<file path="src/panel_pkg.sv">
// Shared constants and types for the front-panel controller.
package panel_pkg;
   // Clock rate and timing.
   localparam int CLK_HZ = 20000000;
   localparam int LONG_PRESS_MS = 1000;
   localparam int LONG_PRESS_CYCLES = CLK_HZ / 1000 * LONG_PRESS_MS;
   localparam int FLASH_MS = 250;
   localparam int FLASH_CYCLES = CLK_HZ / 1000 * FLASH_MS;
   localparam int FLASH_BLINKS = 6;
   localparam int CURVE_POINTS_MAX = 1024;
   // Fixed-point widths: temperature in units of 0.01 K.
   localparam int TEMP_W = 24;
   localparam int GAIN_W = 16;
   localparam int OUT_W = 32;
   localparam int CNT_W = 25;
   // Gain in millivolts per kelvin.
   localparam logic [GAIN_W-1:0] GAIN_10K = 16'h03E8;
   localparam logic [GAIN_W-1:0] GAIN_100K = 16'h0064;
   localparam logic [GAIN_W-1:0] GAIN_1000K = 16'h000A;
   localparam logic [TEMP_W-1:0] FREEZE_POINT = 24'h006AB3;
   // Reset values.
   localparam logic RST_EXCITE = 1'b1;
   localparam logic RST_UNITS_K = 1'b1;
   localparam logic RST_REL = 1'b0;
   localparam logic [TEMP_W-1:0] RST_SETPOINT = 24'h000000;
   localparam logic [GAIN_W-1:0] RST_GAIN = 16'h0064;

   typedef enum logic [1:0] {SCALE_10K, SCALE_100K, SCALE_1000K, SCALE_USER}
      scale_t;

   // Key strobes as one group.
   typedef struct packed {
      logic excite;
      logic units;
      logic scale;
      logic rel;
   } key_tap_t;

   // Remote write strobes with their values.
   typedef struct packed {
      logic excite_we;
      logic excite;
      logic units_we;
      logic units_k;
      logic curve_we;
      logic curve_user;
      logic setpoint_we;
      logic [TEMP_W-1:0] setpoint;
      logic gain_we;
      logic [GAIN_W-1:0] gain;
      logic mode_we;
      logic rel;
   } remote_cmd_t;

   // Indicator lamps.
   typedef struct packed {
      logic kelvin;
      logic volts;
      logic setpoint;
      logic rel;
   } lamps_t;
endpackage
</file>
<file path="src/front_panel_controller.sv">
// Front-panel key decoding and operating state of the temperature monitor.
//
// What this block does
// - Excitation key tap inverts source enable; remote may set it.
// - Units key swaps volts and kelvin, lighting matching lamp.
// - Kelvin uses remotely chosen curve: built-in or user (1024 pts).
// - Short setpoint tap swaps reading/setpoint view; lamp shows setpoint.
// - Holding setpoint over one second updates setpoint, flashing word.
// - In setpoint view, long presses alternate 273.15 K and reading.
// - In reading view, long press loads setpoint with latest reading.
// - Scale key steps gain: 10, 100, 1000 K full scale.
// - Rel key swaps absolute and relative; remote may set mode.
// - Output is gain times temperature, minus setpoint when relative.
// - Remote may write arbitrary gain and arbitrary setpoint.
// - Units state shared between key and remote, readable.
// - Disabled excitation stops readings until enabled again.
// - Results arrive five per second; latest one is used.
`timescale 1ns/1ps
`default_nettype none
module front_panel_controller (
   input wire logic clk_sys,
   input wire logic reset_n,
   input wire panel_pkg::key_tap_t key_tap,
   input wire logic setpoint_key_down,
   input wire panel_pkg::remote_cmd_t remote_cmd,
   input wire logic sample_valid,
   input wire logic [panel_pkg::TEMP_W-1:0] sample_temp,
   output logic excitation_enable,
   output logic display_units_k,
   output logic curve_user,
   output logic show_setpoint,
   output logic [panel_pkg::TEMP_W-1:0] setpoint_value,
   output logic [panel_pkg::GAIN_W-1:0] output_gain,
   output logic output_rel,
   output logic [panel_pkg::TEMP_W-1:0] reading_value,
   output logic reading_valid,
   output logic [panel_pkg::OUT_W-1:0] scaled_out,
   output logic flash_word,
   output panel_pkg::lamps_t lamps
);
   logic excite_q;
   logic units_q;
   logic curve_q;
   logic view_q;
   logic rel_q;
   logic next_freeze_q;
   logic have_q;
   panel_pkg::scale_t scale_q;
   panel_pkg::scale_t scale_d;
   logic [panel_pkg::TEMP_W-1:0] setp_q;
   logic [panel_pkg::TEMP_W-1:0] setp_d;
   logic [panel_pkg::GAIN_W-1:0] gain_q;
   logic [panel_pkg::GAIN_W-1:0] gain_d;
   logic [panel_pkg::TEMP_W-1:0] read_q;
   logic [panel_pkg::OUT_W-1:0] out_q;
   logic [panel_pkg::CNT_W-1:0] flash_cnt_q;
   logic [3:0] flash_left_q;
   logic flash_q;
   logic short_tap;
   logic long_press;
   logic excite_d;
   logic units_d;
   logic curve_d;
   logic rel_d;
   logic view_d;
   panel_pkg::scale_t scale_next;
   logic flash_phase_end;

   // Fixed gain for each front-panel scale step.
   function automatic logic [panel_pkg::GAIN_W-1:0] gain_of(
      input panel_pkg::scale_t s);
      case (s)
         panel_pkg::SCALE_10K: gain_of = panel_pkg::GAIN_10K;
         panel_pkg::SCALE_1000K: gain_of = panel_pkg::GAIN_1000K;
         default: gain_of = panel_pkg::GAIN_100K;
      endcase
   endfunction

   // Shared bit update: a host write of the field beats a same-cycle key
   // tap, so the host always reads back exactly what it wrote.
   function automatic logic next_bit(
      input logic we,
      input logic value,
      input logic tap,
      input logic cur);
      if (we) next_bit = value;
      else if (tap) next_bit = !cur;
      else next_bit = cur;
   endfunction

   key_press_timer u_timer (
      .clk_sys(clk_sys),
      .reset_n(reset_n),
      .key_down(setpoint_key_down),
      .short_tap(short_tap),
      .long_press(long_press)
   );

   // Scale steps cycle through the three fixed spans; a remote gain
   // leaves the cycle and the next key press restarts at 10 K.
   assign scale_d = (scale_q == panel_pkg::SCALE_10K) ? panel_pkg::SCALE_100K :
                    (scale_q == panel_pkg::SCALE_100K) ?
                    panel_pkg::SCALE_1000K : panel_pkg::SCALE_10K;
   assign gain_d = remote_cmd.gain_we ? remote_cmd.gain :
                   gain_of(scale_d);

   // A host gain marks the scale as user, so the panel cycle restarts.
   assign scale_next = remote_cmd.gain_we ? panel_pkg::SCALE_USER :
                       (key_tap.scale ? scale_d : scale_q);

   // Next value of each operating bit; excitation, units and mode are shared by keys and host, curve is set by the host only.
   assign excite_d = next_bit(remote_cmd.excite_we, remote_cmd.excite,
                              key_tap.excite, excite_q);
   assign units_d = next_bit(remote_cmd.units_we, remote_cmd.units_k,
                             key_tap.units, units_q);
   assign rel_d = next_bit(remote_cmd.mode_we, remote_cmd.rel,
                           key_tap.rel, rel_q);
   assign curve_d = remote_cmd.curve_we ? remote_cmd.curve_user :
                    curve_q;
   // The view moves only on a completed short tap, never on a long hold.
   assign view_d = short_tap ? !view_q : view_q;

   // Setpoint source: remote write wins over a same-cycle long press.
   wire load_freeze = view_q && next_freeze_q;
   wire [panel_pkg::TEMP_W-1:0] capture = load_freeze ?
      panel_pkg::FREEZE_POINT : read_q;
   wire long_ok = long_press && (load_freeze || have_q);
   assign setp_d = remote_cmd.setpoint_we ? remote_cmd.setpoint :
                   capture;

   // Signed product: relative mode may swing below zero.
   wire signed [panel_pkg::TEMP_W:0] delta = output_rel ?
      $signed({1'b0, read_q}) - $signed({1'b0, setp_q}) :
      $signed({1'b0, read_q});
   wire signed [panel_pkg::TEMP_W+panel_pkg::GAIN_W:0] prod =
      delta * $signed({1'b0, gain_q});

   // Operating state; key actions and remote writes share the excitation, units and mode bits.
   always_ff @(posedge clk_sys or negedge reset_n) begin
      if (!reset_n) begin
         excite_q <= panel_pkg::RST_EXCITE;
         units_q <= panel_pkg::RST_UNITS_K;
         curve_q <= 1'b0;
         rel_q <= panel_pkg::RST_REL;
         view_q <= 1'b0;
      end else begin
         excite_q <= excite_d;
         units_q <= units_d;
         curve_q <= curve_d;
         rel_q <= rel_d;
         view_q <= view_d;
      end
   end

   // Setpoint, gain and the alternation memory for long presses.
   always_ff @(posedge clk_sys or negedge reset_n) begin
      if (!reset_n) begin
         setp_q <= panel_pkg::RST_SETPOINT;
         gain_q <= panel_pkg::RST_GAIN;
         scale_q <= panel_pkg::SCALE_100K;
         next_freeze_q <= 1'b1;
      end else begin
         if (remote_cmd.setpoint_we || long_ok) setp_q <= setp_d;
         if (long_ok && view_q) next_freeze_q <= !next_freeze_q;
         if (remote_cmd.gain_we || key_tap.scale) gain_q <= gain_d;
         scale_q <= scale_next;
      end
   end

   // Latest reading is held; none are accepted while excitation is off.
   always_ff @(posedge clk_sys or negedge reset_n) begin
      if (!reset_n) begin
         read_q <= '0;
         have_q <= 1'b0;
         out_q <= '0;
      end else begin
         if (!excite_q) have_q <= 1'b0;
         else if (sample_valid) begin
            read_q <= sample_temp;
            have_q <= 1'b1;
         end
         out_q <= prod[panel_pkg::OUT_W-1:0];
      end
   end

   // End of one blink phase of the update word.
   assign flash_phase_end = (flash_cnt_q ==
      panel_pkg::CNT_W'(panel_pkg::FLASH_CYCLES - 1));

   // Flash the update word for a fixed number of blink phases.
   always_ff @(posedge clk_sys or negedge reset_n) begin
      if (!reset_n) begin
         flash_cnt_q <= '0;
         flash_left_q <= '0;
         flash_q <= 1'b0;
      end else if (long_ok) begin
         flash_cnt_q <= '0;
         flash_left_q <= 4'(panel_pkg::FLASH_BLINKS);
         flash_q <= 1'b1;
      end else if (flash_left_q != 4'h0) begin
         if (flash_phase_end) begin
            flash_cnt_q <= '0;
            flash_left_q <= flash_left_q - 4'h1;
            flash_q <= (flash_left_q != 4'h1) && !flash_q;
         end else begin
            flash_cnt_q <= flash_cnt_q + 1'b1;
         end
      end
   end

   // Outputs and lamps.
   assign excitation_enable = excite_q;
   assign display_units_k = units_q;
   assign curve_user = curve_q;
   assign show_setpoint = view_q;
   assign setpoint_value = setp_q;
   assign output_gain = gain_q;
   assign output_rel = rel_q;
   assign reading_value = read_q;
   assign reading_valid = have_q && excite_q;
   assign scaled_out = out_q;
   assign flash_word = flash_q;
   assign lamps.kelvin = units_q;
   assign lamps.volts = !units_q;
   assign lamps.setpoint = view_q;
   assign lamps.rel = rel_q;
endmodule
`default_nettype wire

</file>
<file path="src/key_press_timer.sv">
// Short/long press classifier for the held setpoint key.
`timescale 1ns/1ps
`default_nettype none
module key_press_timer (
   input wire logic clk_sys,
   input wire logic reset_n,
   input wire logic key_down,
   output logic short_tap,
   output logic long_press
);
   logic [panel_pkg::CNT_W-1:0] hold_q;
   logic [panel_pkg::CNT_W-1:0] hold_d;
   logic fired_q;
   logic down_q;
   wire at_limit = (hold_q ==
      panel_pkg::CNT_W'(panel_pkg::LONG_PRESS_CYCLES - 1));
   wire released = down_q && !key_down;

   // One long action per hold; a release after it yields no tap.
   assign long_press = key_down && !fired_q && at_limit;
   assign short_tap = released && !fired_q;
   assign hold_d = (key_down && !at_limit) ? hold_q + 1'b1 :
                   (key_down ? hold_q : '0);

   // Hold counter saturates so a very long hold never fires twice.
   always_ff @(posedge clk_sys or negedge reset_n) begin
      if (!reset_n) begin
         hold_q <= '0;
         fired_q <= 1'b0;
         down_q <= 1'b0;
      end else begin
         hold_q <= hold_d;
         down_q <= key_down;
         fired_q <= key_down && (fired_q || long_press);
      end
   end
endmodule
`default_nettype wire

</file>
<file path="config.mk">
export PLATFORM = sky130hd
export DESIGN_NAME = front_panel_controller
export DESIGN_NICKNAME = d
export VERILOG_FILES = /design/src/panel_pkg.sv /design/src/front_panel_controller.sv /design/src/key_press_timer.sv
export SDC_FILE = /design/constraint.sdc
export NUM_CORES = 1
export LEC_CHECK = 0
export ABC_AREA = 1
export BUFFER_PORTS_ARGS = -buffer_cell sky130_fd_sc_hd__clkbuf_2
export CAP_MARGIN = 10
export CORE_ASPECT_RATIO = 1.5
export CORE_MARGIN = 2
export CORE_UTILIZATION = 57
export DETAILED_ROUTE_END_ITERATION = 7
export HOLD_SLACK_MARGIN = 0.1
export PLACE_DENSITY_LB_ADDON = 0.1
export SYNTH_ARGS = -nofsm -noshare
export SYNTH_HDL_FRONTEND = slang
export SYNTH_SLANG_ARGS = --single-unit
</file>
<file path="constraint.sdc">
create_clock -name clk_sys -period 8.9 [get_ports clk_sys]
set_clock_uncertainty 0.2 [all_clocks]
set_input_delay 0.89 -clock clk_sys [delete_from_list [all_inputs] [get_ports clk_sys]]
set_output_delay 0.89 -clock clk_sys [all_outputs]
set_load 0.01 [all_outputs]
</file>
# Yosys cells after proc, flatten, opt, wreduce, memory -nomap -nowiden
# Index checks and enable logic that the tools add are counted.
# totals
out_inout_bits	107
elab_cells	93
register_bits	162
inputBits	82
# op_classes
n_mux	28
add_sub_neg	4
n_reduce_logical	35
n_eq_ne	7
n_mul	1
# ops
op	n
25-bit 2-to-1 mux	6
25-bit by 1-bit adder with 25-bit output, second input constant	2
24-bit 2-to-1 mux	2
25-bit by 17-bit multiplier with 32-bit output	1
25-bit by 23-bit == test with 1-bit output, second input constant	1
25-bit == test, second input constant	1
24-bit by 24-bit subtractor with 25-bit output	1
10-bit one-hot mux with 2 select lines	1
16-bit 2-to-1 mux	1
4-bit 2-to-1 mux	3
2-bit nonzero test	6
1-bit logical AND	11
1-bit 2-to-1 mux	11
1-bit zero test	9
2-bit 2-to-1 mux	4
2-bit zero test	2
1-bit logical OR	4
4-bit by 1-bit != test with 1-bit output, second input constant	1
2-bit AND reduction	2
4-bit nonzero test	1
4-bit by 1-bit subtractor with 4-bit output, second input constant	1
2-bit by 1-bit == test with 1-bit output, second input constant	1
2-bit == test, second input constant	1
2-bit by 1-bit != test with 1-bit output, second input constant	1
2-bit != test, second input constant	1

# Longest topological paths before layout
# Gate-level depths: netlist of run 1.
# depth
depth_word	6
ltp_mapped	42
mapped_depth_nobuf	42

# Modules after synthesis
# From an unflattened synthesis of run 1, not the netlist that was laid out.
# unflattened
hier_cells	2483
area_unflattened_um2	20164.3
# by_module_without_submodules
module	cells_each	seq_area_each_um2	area_each_um2	instances
front_panel_controller	2245	3387.0	18431.4	1
key_press_timer	238	675.6	1732.9	1

# Worst setup path after synthesis of run 1
# No wires, ideal clock.
# synth_timing
path_type	reg-to-reg
start	register read_q, in the netlist reading_value[0]
end	register out_q, in the netlist scaled_out[29]
period_less_slack_ps	7424
arrival_time_ps	7145
stages_incl_launch_ff	33
setup_time_ps	79
setup_slack_ps	1476
t_required_ps	8621
path_buffers	0
path_cell_list	dfrtp_1 > inv_1 > ha_1 > fa_1 > nor2_1 > nor2_1 > o21ai_2 > xnor2_1 > nand2_1 > o21ai_1 > clkinv_1 > nand2_1 > fa_1 > fa_1 > inv_1 > fa_1 > inv_1 > fa_1 > inv_1 > fa_1 > inv_1 > fa_1 > inv_1 > ha_1 > nand2_1 > o21ai_0 > a21oi_1 > nand2_1 > a21boi_0 > o311ai_1 > a21boi_0 > o21ai_1 > xor2_1
# synth_between
elab_chain_len	3
# synth_rtl
element	line	rtl
from (decl)	front_panel_controller.sv:54	logic [panel_pkg::TEMP_W-1:0] read_q;
from (signal assigned)	front_panel_controller.sv:179	read_q <= sample_temp;
24-bit by 24-bit subtractor with 25-bit output	front_panel_controller.sv:133	$signed({1'b0, read_q}) - $signed({1'b0, setp_q}) :
25-bit 2-to-1 mux *	front_panel_controller.sv:132	wire signed [panel_pkg::TEMP_W:0] delta = output_rel ?
25-bit by 17-bit multiplier with 32-bit output *	front_panel_controller.sv:136	delta * $signed({1'b0, gain_q});
named net prod, one bit	front_panel_controller.sv:135	wire signed [panel_pkg::TEMP_W+panel_pkg::GAIN_W:0] prod =
to (signal assigned)	front_panel_controller.sv:182	out_q <= prod[panel_pkg::OUT_W-1:0];
to (decl)	front_panel_controller.sv:55	logic [panel_pkg::OUT_W-1:0] out_q;
# Mark *: on every way through the listed nets, which the timed path passes. The rest lies on a longest branch.
# A chain may end at the register's enable or synchronous reset.

# Final worst setup path of run 1
# layout_timing
start	register read_q, in the netlist reading_value[7]
end	register out_q, in the netlist scaled_out[29]
# The elaborated chain is that of the path after synthesis.

==> metrics, run 1 <==
Core Util, Final=63.9%; EDFF count, synth=0; outcome=finished, final reports clean; unrepaired setup endpoints after global routing=false; Starting Density=57.9%; HPWL after detailed placement=50700 um; sequential element share of the synthesized area=20.1%; largest area contributor in the netlist=fa_1; GRT overflow=0; critical path launch point=reading_value[7]; Die Span X=158 um; CTS tree=done; Data required, critical path=9.10 ns; Crit path largest cell delay=0.54 ns; post-synth top area share=29.9%; Max FO, Critical Path=9; final hold violations=0; Clock Latency Late Sink=0.46 ns; layout cells sized above 1=11.1%; area grow syn2layout=10.5%; fmax=0.119 GHz; number of buffers added on ports=188; fin. max-slew vios=0; most frequent cells in the layout=inv_1 (610), nand2_1 (522), fa_1 (302); TNS Setup=0 ns; Period minus WS final=8.42 ns; clk slew on worst S/H paths=0.09 ns; Post-Place Worst Slack=0.491 ns; drt drc=0; drt first pass iters=6; TritonCTS Buffers=17; post-synthesis cell area=0.0203 mm^2; initial antenna violation count=1; Routed WL=61300 um; worst hold stages=2; Rows=84; first-pass GRT wire length=97800 um; io pins=189; Die Height=235 um; relative slew slack=24.5%; Max H-tree Level=4; Hold Crit Start=output_gain[10]; Critical Path Sink Type=register; reg2reg start=reading_value[7]; CP arrival=8.62 ns; Syn Nets=3042; commonest non-fill, non-tap cell in the layout=inv_1; Final setup viols=0; 1st-iter DRT viols=1266; slowest cell on the critical path=fa_1; nets=3214; vias=17600; largest net degree at the start of global routing=95; startpoint types=register; reg-to-reg slack, setup=0.48 ns; Final period util=94.6%; root buffer cell=clkbuf_16; Final Wtd Congestion=0.944; worst r2r path cells=32; GR Util All Layers=34.8%; Post-synth top flop=dfrtp_1; Fillers=3170; core area=0.0350 mm^2; top post-synthesis cells by area=fa_1 (30%), dfrtp_1 (19%), inv_1 (11%); Worst Hold Class=reg -> reg; Die ar.=0.0371 mm^2; Worst R2R End=scaled_out[29]; setup ws final=0.481 ns; Avg Vias per Cell=5.49; Hold Crit Endpoint=output_gain[10]; Synth Register Bits=162; Syn Area/Cell=7.95 um^2; Cell variety after synth=58; clk buf depth=2; number of max-cap violations=0; asr flop ratio synth=100%; Avg WL per Cell=19.1 um; CTS sink count=162; yosys warns=0; actual slew at the worst max-slew pin=1.13 ns; antenna viol nets, final=0; Cells after Synth=2547; worst setup path class=reg -> reg; vias in the first global route=18700; Post-CTS Hold Buffers=0
[per-stage QoR]
stage          cell area [um^2]  std cells  hold WS, ns
2_1_floorplan             20300       2547        0.255
3_3_place_gp              21700       3173        0.259
3_5_place_dp              21700       3173        0.268
4_1_cts                   22400       3205        0.288
5_1_grt                   22400       3206        0.334
6_report                  22400       3206        0.291
[worst max-delay path: cells and delay by family (launching register included)]
kind / cells / cell delay (ns)
adder cells (fa/ha/maj): 8 / 3.68
XOR/XNOR: 2 / 0.33
flip-flops: 1 / 0.43
AND/OR/NAND/NOR: 6 / 0.89
buffers and inverters: 8 / 0.67
AO/OA/AOI/OAI: 8 / 2.14
[area by class of cell]
type / count / area, um^2 / area share, %
antenna: 1 / 2.50 / 0.0112
clock buffer: 17 / 425 / 1.90
clock inverter: 15 / 201 / 0.900
inverter: 631 / 2370 / 10.6
multi-input combinational: 1694 / 13600 / 60.7
sequential: 162 / 4060 / 18.2
tap: 473 / 592 / 2.65
timing repair buffer: 213 / 1150 / 5.13
[timing repair]
| action | CTS | global route |
|---|---|---|
| resized for setup | 0 | 1 |
| setup endpoints to repair | 0 | 3 |
| setup buffers | 0 | 0 |
[how the worst max path moves through the flow]
stage / to / slack (ns) / cells after the start
floorplan: scaled_out[29] / 1.48 / 32
global placement: scaled_out[29] / 0.56 / 32
detailed placement: scaled_out[29] / 0.49 / 32
CTS: scaled_out[29] / 0.47 / 32
global route: scaled_out[31] / 0.03 / 39
finish: scaled_out[29] / 0.48 / 32
[registers in the layout (all words and copies together), names as in the netlist, 2 cells and up]
register / flops
scaled_out: 32
flash_cnt_q: 25
u_timer.hold_q: 25
reading_value: 24
setpoint_value: 24
output_gain: 16
flash_left_q: 4
scale_q: 2
[kinds of logic after synthesis]
| family | after synthesis | share of synthesized area [%] |
|---|---|---|
| buffers and inverters | 691 | 12.9 |
| AOI/OAI and AO/OA | 232 | 6.73 |
| xor gates and xnor gates | 62 | 2.68 |
| adders and majority gates | 413 | 36.7 |
| DFF | 162 | 20.1 |
| and+or+nand+nor | 970 | 19.9 |
| muxes | 17 | 0.945 |
[synthesized netlist by cell type, drive strengths merged, types with 3 or more instances]
cell type and count:
dfrtp 155, fa 302, o22ai 7, xnor2 20, nand2 530, inv 614
dfstp 7, ha 111, nor2 285, o21ai 71, a21boi 3, nand4 22
clkbuf 48, o21bai 6, a31oi 11, a21oi 90, nand3 84, o31ai 3
nor3 33, mux2 17, clkinv 17, buf 12, a211oi 3, o21a 3
nor4 12, o211ai 9, o221ai 15, xor2 42
[routing by layer]
| layer | GRT usage [%] | vias up | wire length (um) |
|---|---|---|---|
| li1 | - | 7991 | - |
| met2 | 60.2 | 765 | 30900 |
| met1 | 38.0 | 8581 | 21400 |
| met4 | 23.3 | 0 | 4820 |
| met3 | 6.77 | 274 | 4200 |
| met5 | 0 | - | 0 |
Power of run 1 is not shown: default switching activity piles up to over one toggle a cycle in this logic, so the estimate is an artifact.
==> run 2: changes to the inputs <==
SYNTH_HIERARCHICAL = 1   (was not set)
==> metrics, run 2 <==
Post-synth top cells=inv_1 (547), nand2_1 (498), fa_1 (302) (was inv_1 (610), nand2_1 (522), fa_1 (302)); Post-synth top flop=dfrtp_1 (unchanged); drt first pass iters=6 (unchanged); final hold violations=0 (unchanged); CP endpoint=scaled_out[31] (was scaled_out[29]); unrepaired setup endpoints after global routing=false (unchanged); fin. max-slew vios=0 (unchanged); Avg WL per Cell=18.5 um (was 19.1 um); setup bufs post-CTS=0 (unchanged); sequential element share of the synthesized area=20.1% (about the same); DR WL met2=28600 um (was 30900 um); Synth Register Bits=162 (unchanged); largest net degree at the start of global routing=106 (was 95); layout cells sized above 1=13.5% (was 11.1%); setup ws final=0.511 ns (was 0.481 ns); number of buffers added on ports=188 (unchanged); Die Height=234 um (was 235 um); Avg Vias per Cell=5.45 (was 5.49); most numerous cell in the Yosys netlist=inv_1 (unchanged); antenna diode count=0 (was 1); worst r2r path cells=35 (was 32); HPWL after detailed placement=47300 um (was 50700 um); drt drc=0 (unchanged); GRT overflow=0 (unchanged); post-synth top area share=30.0% (was 29.9%); initial antenna violation count=2 (was 1); vias=17100 (was 17600); area grow syn2layout=10.7% (was 10.5%); Post-CTS Resized=0 (unchanged); asr flop ratio synth=100% (unchanged); io pins=189 (unchanged); EDFF count, synth=0 (unchanged); number of max-cap violations=0 (unchanged); outcome=finished, final reports clean (unchanged); Post-Layout Cell Count=3144 (was 3206); TNS Setup=0 ns (unchanged); met1 wire length=21500 um (was 21400 um); Critical Path Sink Type=register (unchanged); Starting Density=57.6% (was 57.9%); yosys warns=6 (was 0); Cell variety after synth=62 (was 58); most frequent cells in the layout=inv_1 (546), nand2_1 (498), fa_1 (302) (was inv_1 (610), nand2_1 (522), fa_1 (302)); post-synthesis cell area=0.0202 mm^2 (was 0.0203 mm^2); Data required, critical path=9.06 ns (was 9.10 ns); Max H-tree Level=4 (unchanged); reg-to-reg slack, setup=0.51 ns (was 0.48 ns); Final Wtd Congestion=0.963 (was 0.944); Die ar.=0.0369 mm^2 (was 0.0371 mm^2); GR Util All Layers=33.2% (was 34.8%); antenna viol nets, final=0 (unchanged); Worst R2R End=scaled_out[31] (was scaled_out[29]); worst hold stages=1 (was 2); Highest Signal Layer=met5 (was met4); dpl cells=3112 (was 3173); Worst Hold Class=reg -> reg (unchanged); Period minus WS final=8.39 ns (was 8.42 ns); actual slew at the worst max-slew pin=1.03 ns (was 1.13 ns); reg2reg start=reading_value[0] (was reading_value[7]); clk slew on worst S/H paths=0.08 ns (was 0.09 ns); Syn Area/Cell=8.12 um^2 (was 7.95 um^2); commonest non-fill, non-tap cell in the layout=inv_1 (unchanged); Largest register FFs=32 (unchanged); 1st-iter DRT viols=1173 (was 1266); first-pass GRT wire length=92900 um (was 97800 um); worst setup path class=reg -> reg (unchanged); top post-synthesis cells by area=fa_1 (30%), dfrtp_1 (19%), inv_1 (10%) (was fa_1 (30%), dfrtp_1 (19%), inv_1 (11%)); met3 wire len=4110 um (was 4200 um); nets=3153 (was 3214); fmax=0.119 GHz (about the same); Routed WL=58300 um (was 61300 um); root buffer cell=clkbuf_16 (unchanged); critical path launch point=reading_value[0] (was reading_value[7]); largest area contributor in the netlist=fa_1 (unchanged); CTS tree=done (unchanged); Cells after Synth=2483 (was 2547); vias in the first global route=18200 (was 18700); Syn Nets=2978 (was 3042); Post-CTS Hold Buffers=0 (unchanged); Die Span X=158 um (about the same); relative slew slack=31.1% (was 24.5%); Crit path largest cell delay=0.58 ns (was 0.54 ns); Max FO, Critical Path=11 (was 9); CTS sink count=162 (unchanged); Post-Place Worst Slack=0.436 ns (was 0.491 ns); Final period util=94.3% (was 94.6%); TritonCTS Buffers=17 (unchanged); Clock Latency Late Sink=0.46 ns (about the same); CP arrival=8.55 ns (was 8.62 ns); Core Util, Final=63.8% (was 63.9%); Rows=84 (unchanged); Final setup viols=0 (unchanged); startpoint types=register (unchanged); core area=0.0350 mm^2 (unchanged); clk buf depth=2 (unchanged); slowest cell on the critical path=fa_1 (unchanged)
## run 2: cell types whose count changed after synthesis, sizes merged, moves of 4 or more
cell	previous run	this run
inv	614	559
nand2	530	511
nand3	84	93
nor3	33	24
nor4	12	4
o211ai	9	18
o21ai	71	79
o221ai	15	6
or2	1	5
## run 2: per-stage QoR
stage	instance area, um^2	hold slack, ns
floorplan	20200	0.234
detailed placement	21700	0.263
finish	22300	0.277
global placement	21700	0.265
global route	22300	0.313
CTS	22300	0.275
## run 2: layout make-up
| class | instances | area [um^2] |
|---|---|---|
| clock buffers | 17 | 425 |
| clock inverters | 15 | 218 |
| fillers | 3143 | 12700 |
| inverters | 576 | 2180 |
| multi-input cells | 1682 | 13700 |
| flip-flops and latches | 162 | 4060 |
| well taps | 473 | 592 |
| repair buffers | 219 | 1180 |
## run 2: worst min-delay path by stage
stage,startpoint,end
2_1_floorplan,flash_left_q[3],flash_left_q[3]
3_3_place_gp,flash_left_q[3],flash_left_q[3]
3_5_place_dp,flash_left_q[3],flash_left_q[3]
4_1_cts,flash_left_q[3],flash_left_q[3]
5_1_grt,flash_left_q[3],flash_left_q[3]
6_report,flash_left_q[3],flash_left_q[3]
## run 2: kinds of logic (layout without fill, tap and decap cells)
logic type | Yosys count | in the layout | synth area share [%]
adders and majority gates | 413 | 413 | 36.9
muxes | 20 | 20 | 1.12
and+or+nand+nor | 952 | 952 | 20.2
xor gates and xnor gates | 61 | 61 | 2.65
buffers and inverters | 639 | 827 | 12.1
AOI/OAI and AO/OA | 236 | 236 | 6.88
DFF | 162 | 162 | 20.1
## run 2: worst max-delay path, delay by kind of cell, from the launching register on
family	cells	cell delay, ns
AOI/OAI and AO/OA	5	1.03
xor gates and xnor gates	1	0.15
adders and majority gates	9	4.07
buffers and inverters	6	0.70
DFF	1	0.41
and+or+nand+nor	14	1.73
## run 2: layer usage
layer	GRT usage (%)	vias up
met3	6.12	252
met4	19.5	4
met5	0	-
met1	38.7	8337
met2	56.9	713
li1	-	7826
Power of run 2 is left out for the same reason.
==> run 3: changes to the inputs <==
CORE_UTILIZATION = 38   (was 57)
==> metrics, run 3 (synthesized netlist as in run 2, its figures left out) <==
outcome=finished, final reports clean (unchanged); Max H-tree Level=4 (unchanged); drt first pass iters=5 (was 6); nets=3165 (was 3153); GRT overflow=0 (unchanged); Final Wtd Congestion=0.883 (was 0.963); largest net degree at the start of global routing=72 (was 106); area grow syn2layout=12.2% (was 10.7%); most frequent cells in the layout=inv_1 (544), nand2_1 (498), fa_1 (302) (was inv_1 (546), nand2_1 (498), fa_1 (302)); antenna diode count=0 (unchanged); Worst Hold Class=in -> async (was reg -> reg); final hold violations=0 (unchanged); reg-to-reg slack, setup=0.57 ns (was 0.51 ns); vias in the first global route=18300 (was 18200); 1st-iter DRT viols=976 (was 1173); HPWL after detailed placement=52500 um (was 47300 um); Die Height=286 um (was 234 um); Max FO, Critical Path=11 (unchanged); Crit path largest cell delay=0.57 ns (was 0.58 ns); Post-CTS Hold Buffers=0 (unchanged); Final setup viols=0 (unchanged); slowest cell on the critical path=fa_1 (unchanged); io pins=189 (unchanged); layout cells sized above 1=14.0% (was 13.5%); number of buffers added on ports=188 (unchanged); Avg WL per Cell=19.2 um (was 18.5 um); TNS Setup=0 ns (unchanged); setup bufs post-CTS=0 (unchanged); Rows=103 (was 84); Period minus WS final=8.33 ns (was 8.39 ns); clk buf depth=2 (unchanged); Data required, critical path=9.06 ns (about the same); initial antenna violation count=6 (was 2); Routed WL=64500 um (was 58300 um); relative slew slack=32.8% (was 31.1%); root buffer cell=clkbuf_16 (unchanged); fin. max-slew vios=0 (unchanged); crit-path most repeated cell=fa_1; drt drc=0 (unchanged); CP arrival=8.49 ns (was 8.55 ns); Final period util=93.6% (was 94.3%); antenna viol nets, final=0 (unchanged); vias=16900 (was 17100); first-pass GRT wire length=102000 um (was 92900 um); TritonCTS Buffers=17 (unchanged); Critical Path Sink Type=register (unchanged); number of max-cap violations=0 (unchanged); worst setup path class=reg -> reg (unchanged); Die ar.=0.0550 mm^2 (was 0.0369 mm^2); unrepaired setup endpoints after global routing=false (unchanged); startpoint types=register (unchanged); GR Util All Layers=24.7% (was 33.2%); clk slew on worst S/H paths=0.08 ns (about the same); core area=0.0526 mm^2 (was 0.0350 mm^2); Avg Vias per Cell=5.03 (was 5.45); Fillers=5470 (was 3143); Largest register FFs=32 (unchanged); CTS tree=done (unchanged); Starting Density=38.3% (was 57.6%); fmax=0.120 GHz (was 0.119 GHz); commonest non-fill, non-tap cell in the layout=inv_1 (unchanged); actual slew at the worst max-slew pin=0.998 ns (was 1.03 ns); Clock Latency Late Sink=0.49 ns (was 0.46 ns); Die Span X=192 um (was 158 um); CTS sink count=162 (unchanged)
==> run 3: changes by cell type in the layout (fill, tap and decap cells not counted), sizes merged <==
cell and change:
buf +12, clkinvlp -1, inv +3, bufinv -1, clkbuf +1, clkinv -2
==> run 3: what timing repair did <==
action	CTS	global route
setup endpoints to repair	0	3
endpoints found under the hold margin	0	0
gates resized for setup	0	3
==> run 3: metal layers <==
metal  share of wire [%]  track usage [%]  wire [um]  up-vias
li1                    -                -          -     7837
met1                  38             27.7      24400     8444
met2                  52             45.1      33500      501
met3                 5.6             4.38       3590      131
met4                 4.6             11.0       2940       12
met5                0.12                0         76        -
==> run 3: critical path, delay by kind of cell (launching register included) <==
family                     cells  cell delay [ns]
AOI/OAI and AO/OA              7             1.06
xor gates and xnor gates       2             0.29
adders and majority gates      9             4.10
buffers and inverters          5             0.89
DFF                            1             0.42
and+or+nand+nor                9             1.22
==> run 3: per-stage QoR <==
stage / util [%] / worst slack, ns / cell area (um^2) / instances / hold slack, ns
after CTS: 43.0 / 0.478 / 22600 / 3365 / 0.263
after detailed placement: 41.9 / 0.480 / 22000 / 3333 / 0.269
final: 43.0 / 0.571 / 22600 / 3365 / 0.235
after global placement: 41.9 / 0.585 / 22000 / 3333 / 0.265
after global routing: 43.0 / 0.0143 / 22600 / 3365 / 0.285
after floorplan: - / 1.46 / 20200 / 2483 / 0.234
==> run 3: final timing paths <==
kind                                   from                 to  cells past startpoint
max                        reading_value[0]     scaled_out[29]                     32
min                                 reset_n      scaled_out[6]                      1
max reg2reg                reading_value[0]     scaled_out[29]                     32
min reg2reg                 flash_left_q[3]    flash_left_q[3]                      1
max in group asynchronous           reset_n  reading_value[22]                      3
min in group clk_sys        flash_left_q[3]    flash_left_q[3]                      1
==> run 3: final cells by class <==
class | count | area (um^2) | share of cell area (%)
well taps | 682 | 853 | 3.77
repair buffers | 231 | 1270 | 5.61
flip-flops and latches | 162 | 4060 | 18.0
inverters | 576 | 2180 | 9.62
clock buffers | 18 | 439 | 1.94
clock inverters | 14 | 161 | 0.713
multi-input cells | 1682 | 13700 | 60.4
Power of run 3 is left out for the same reason.
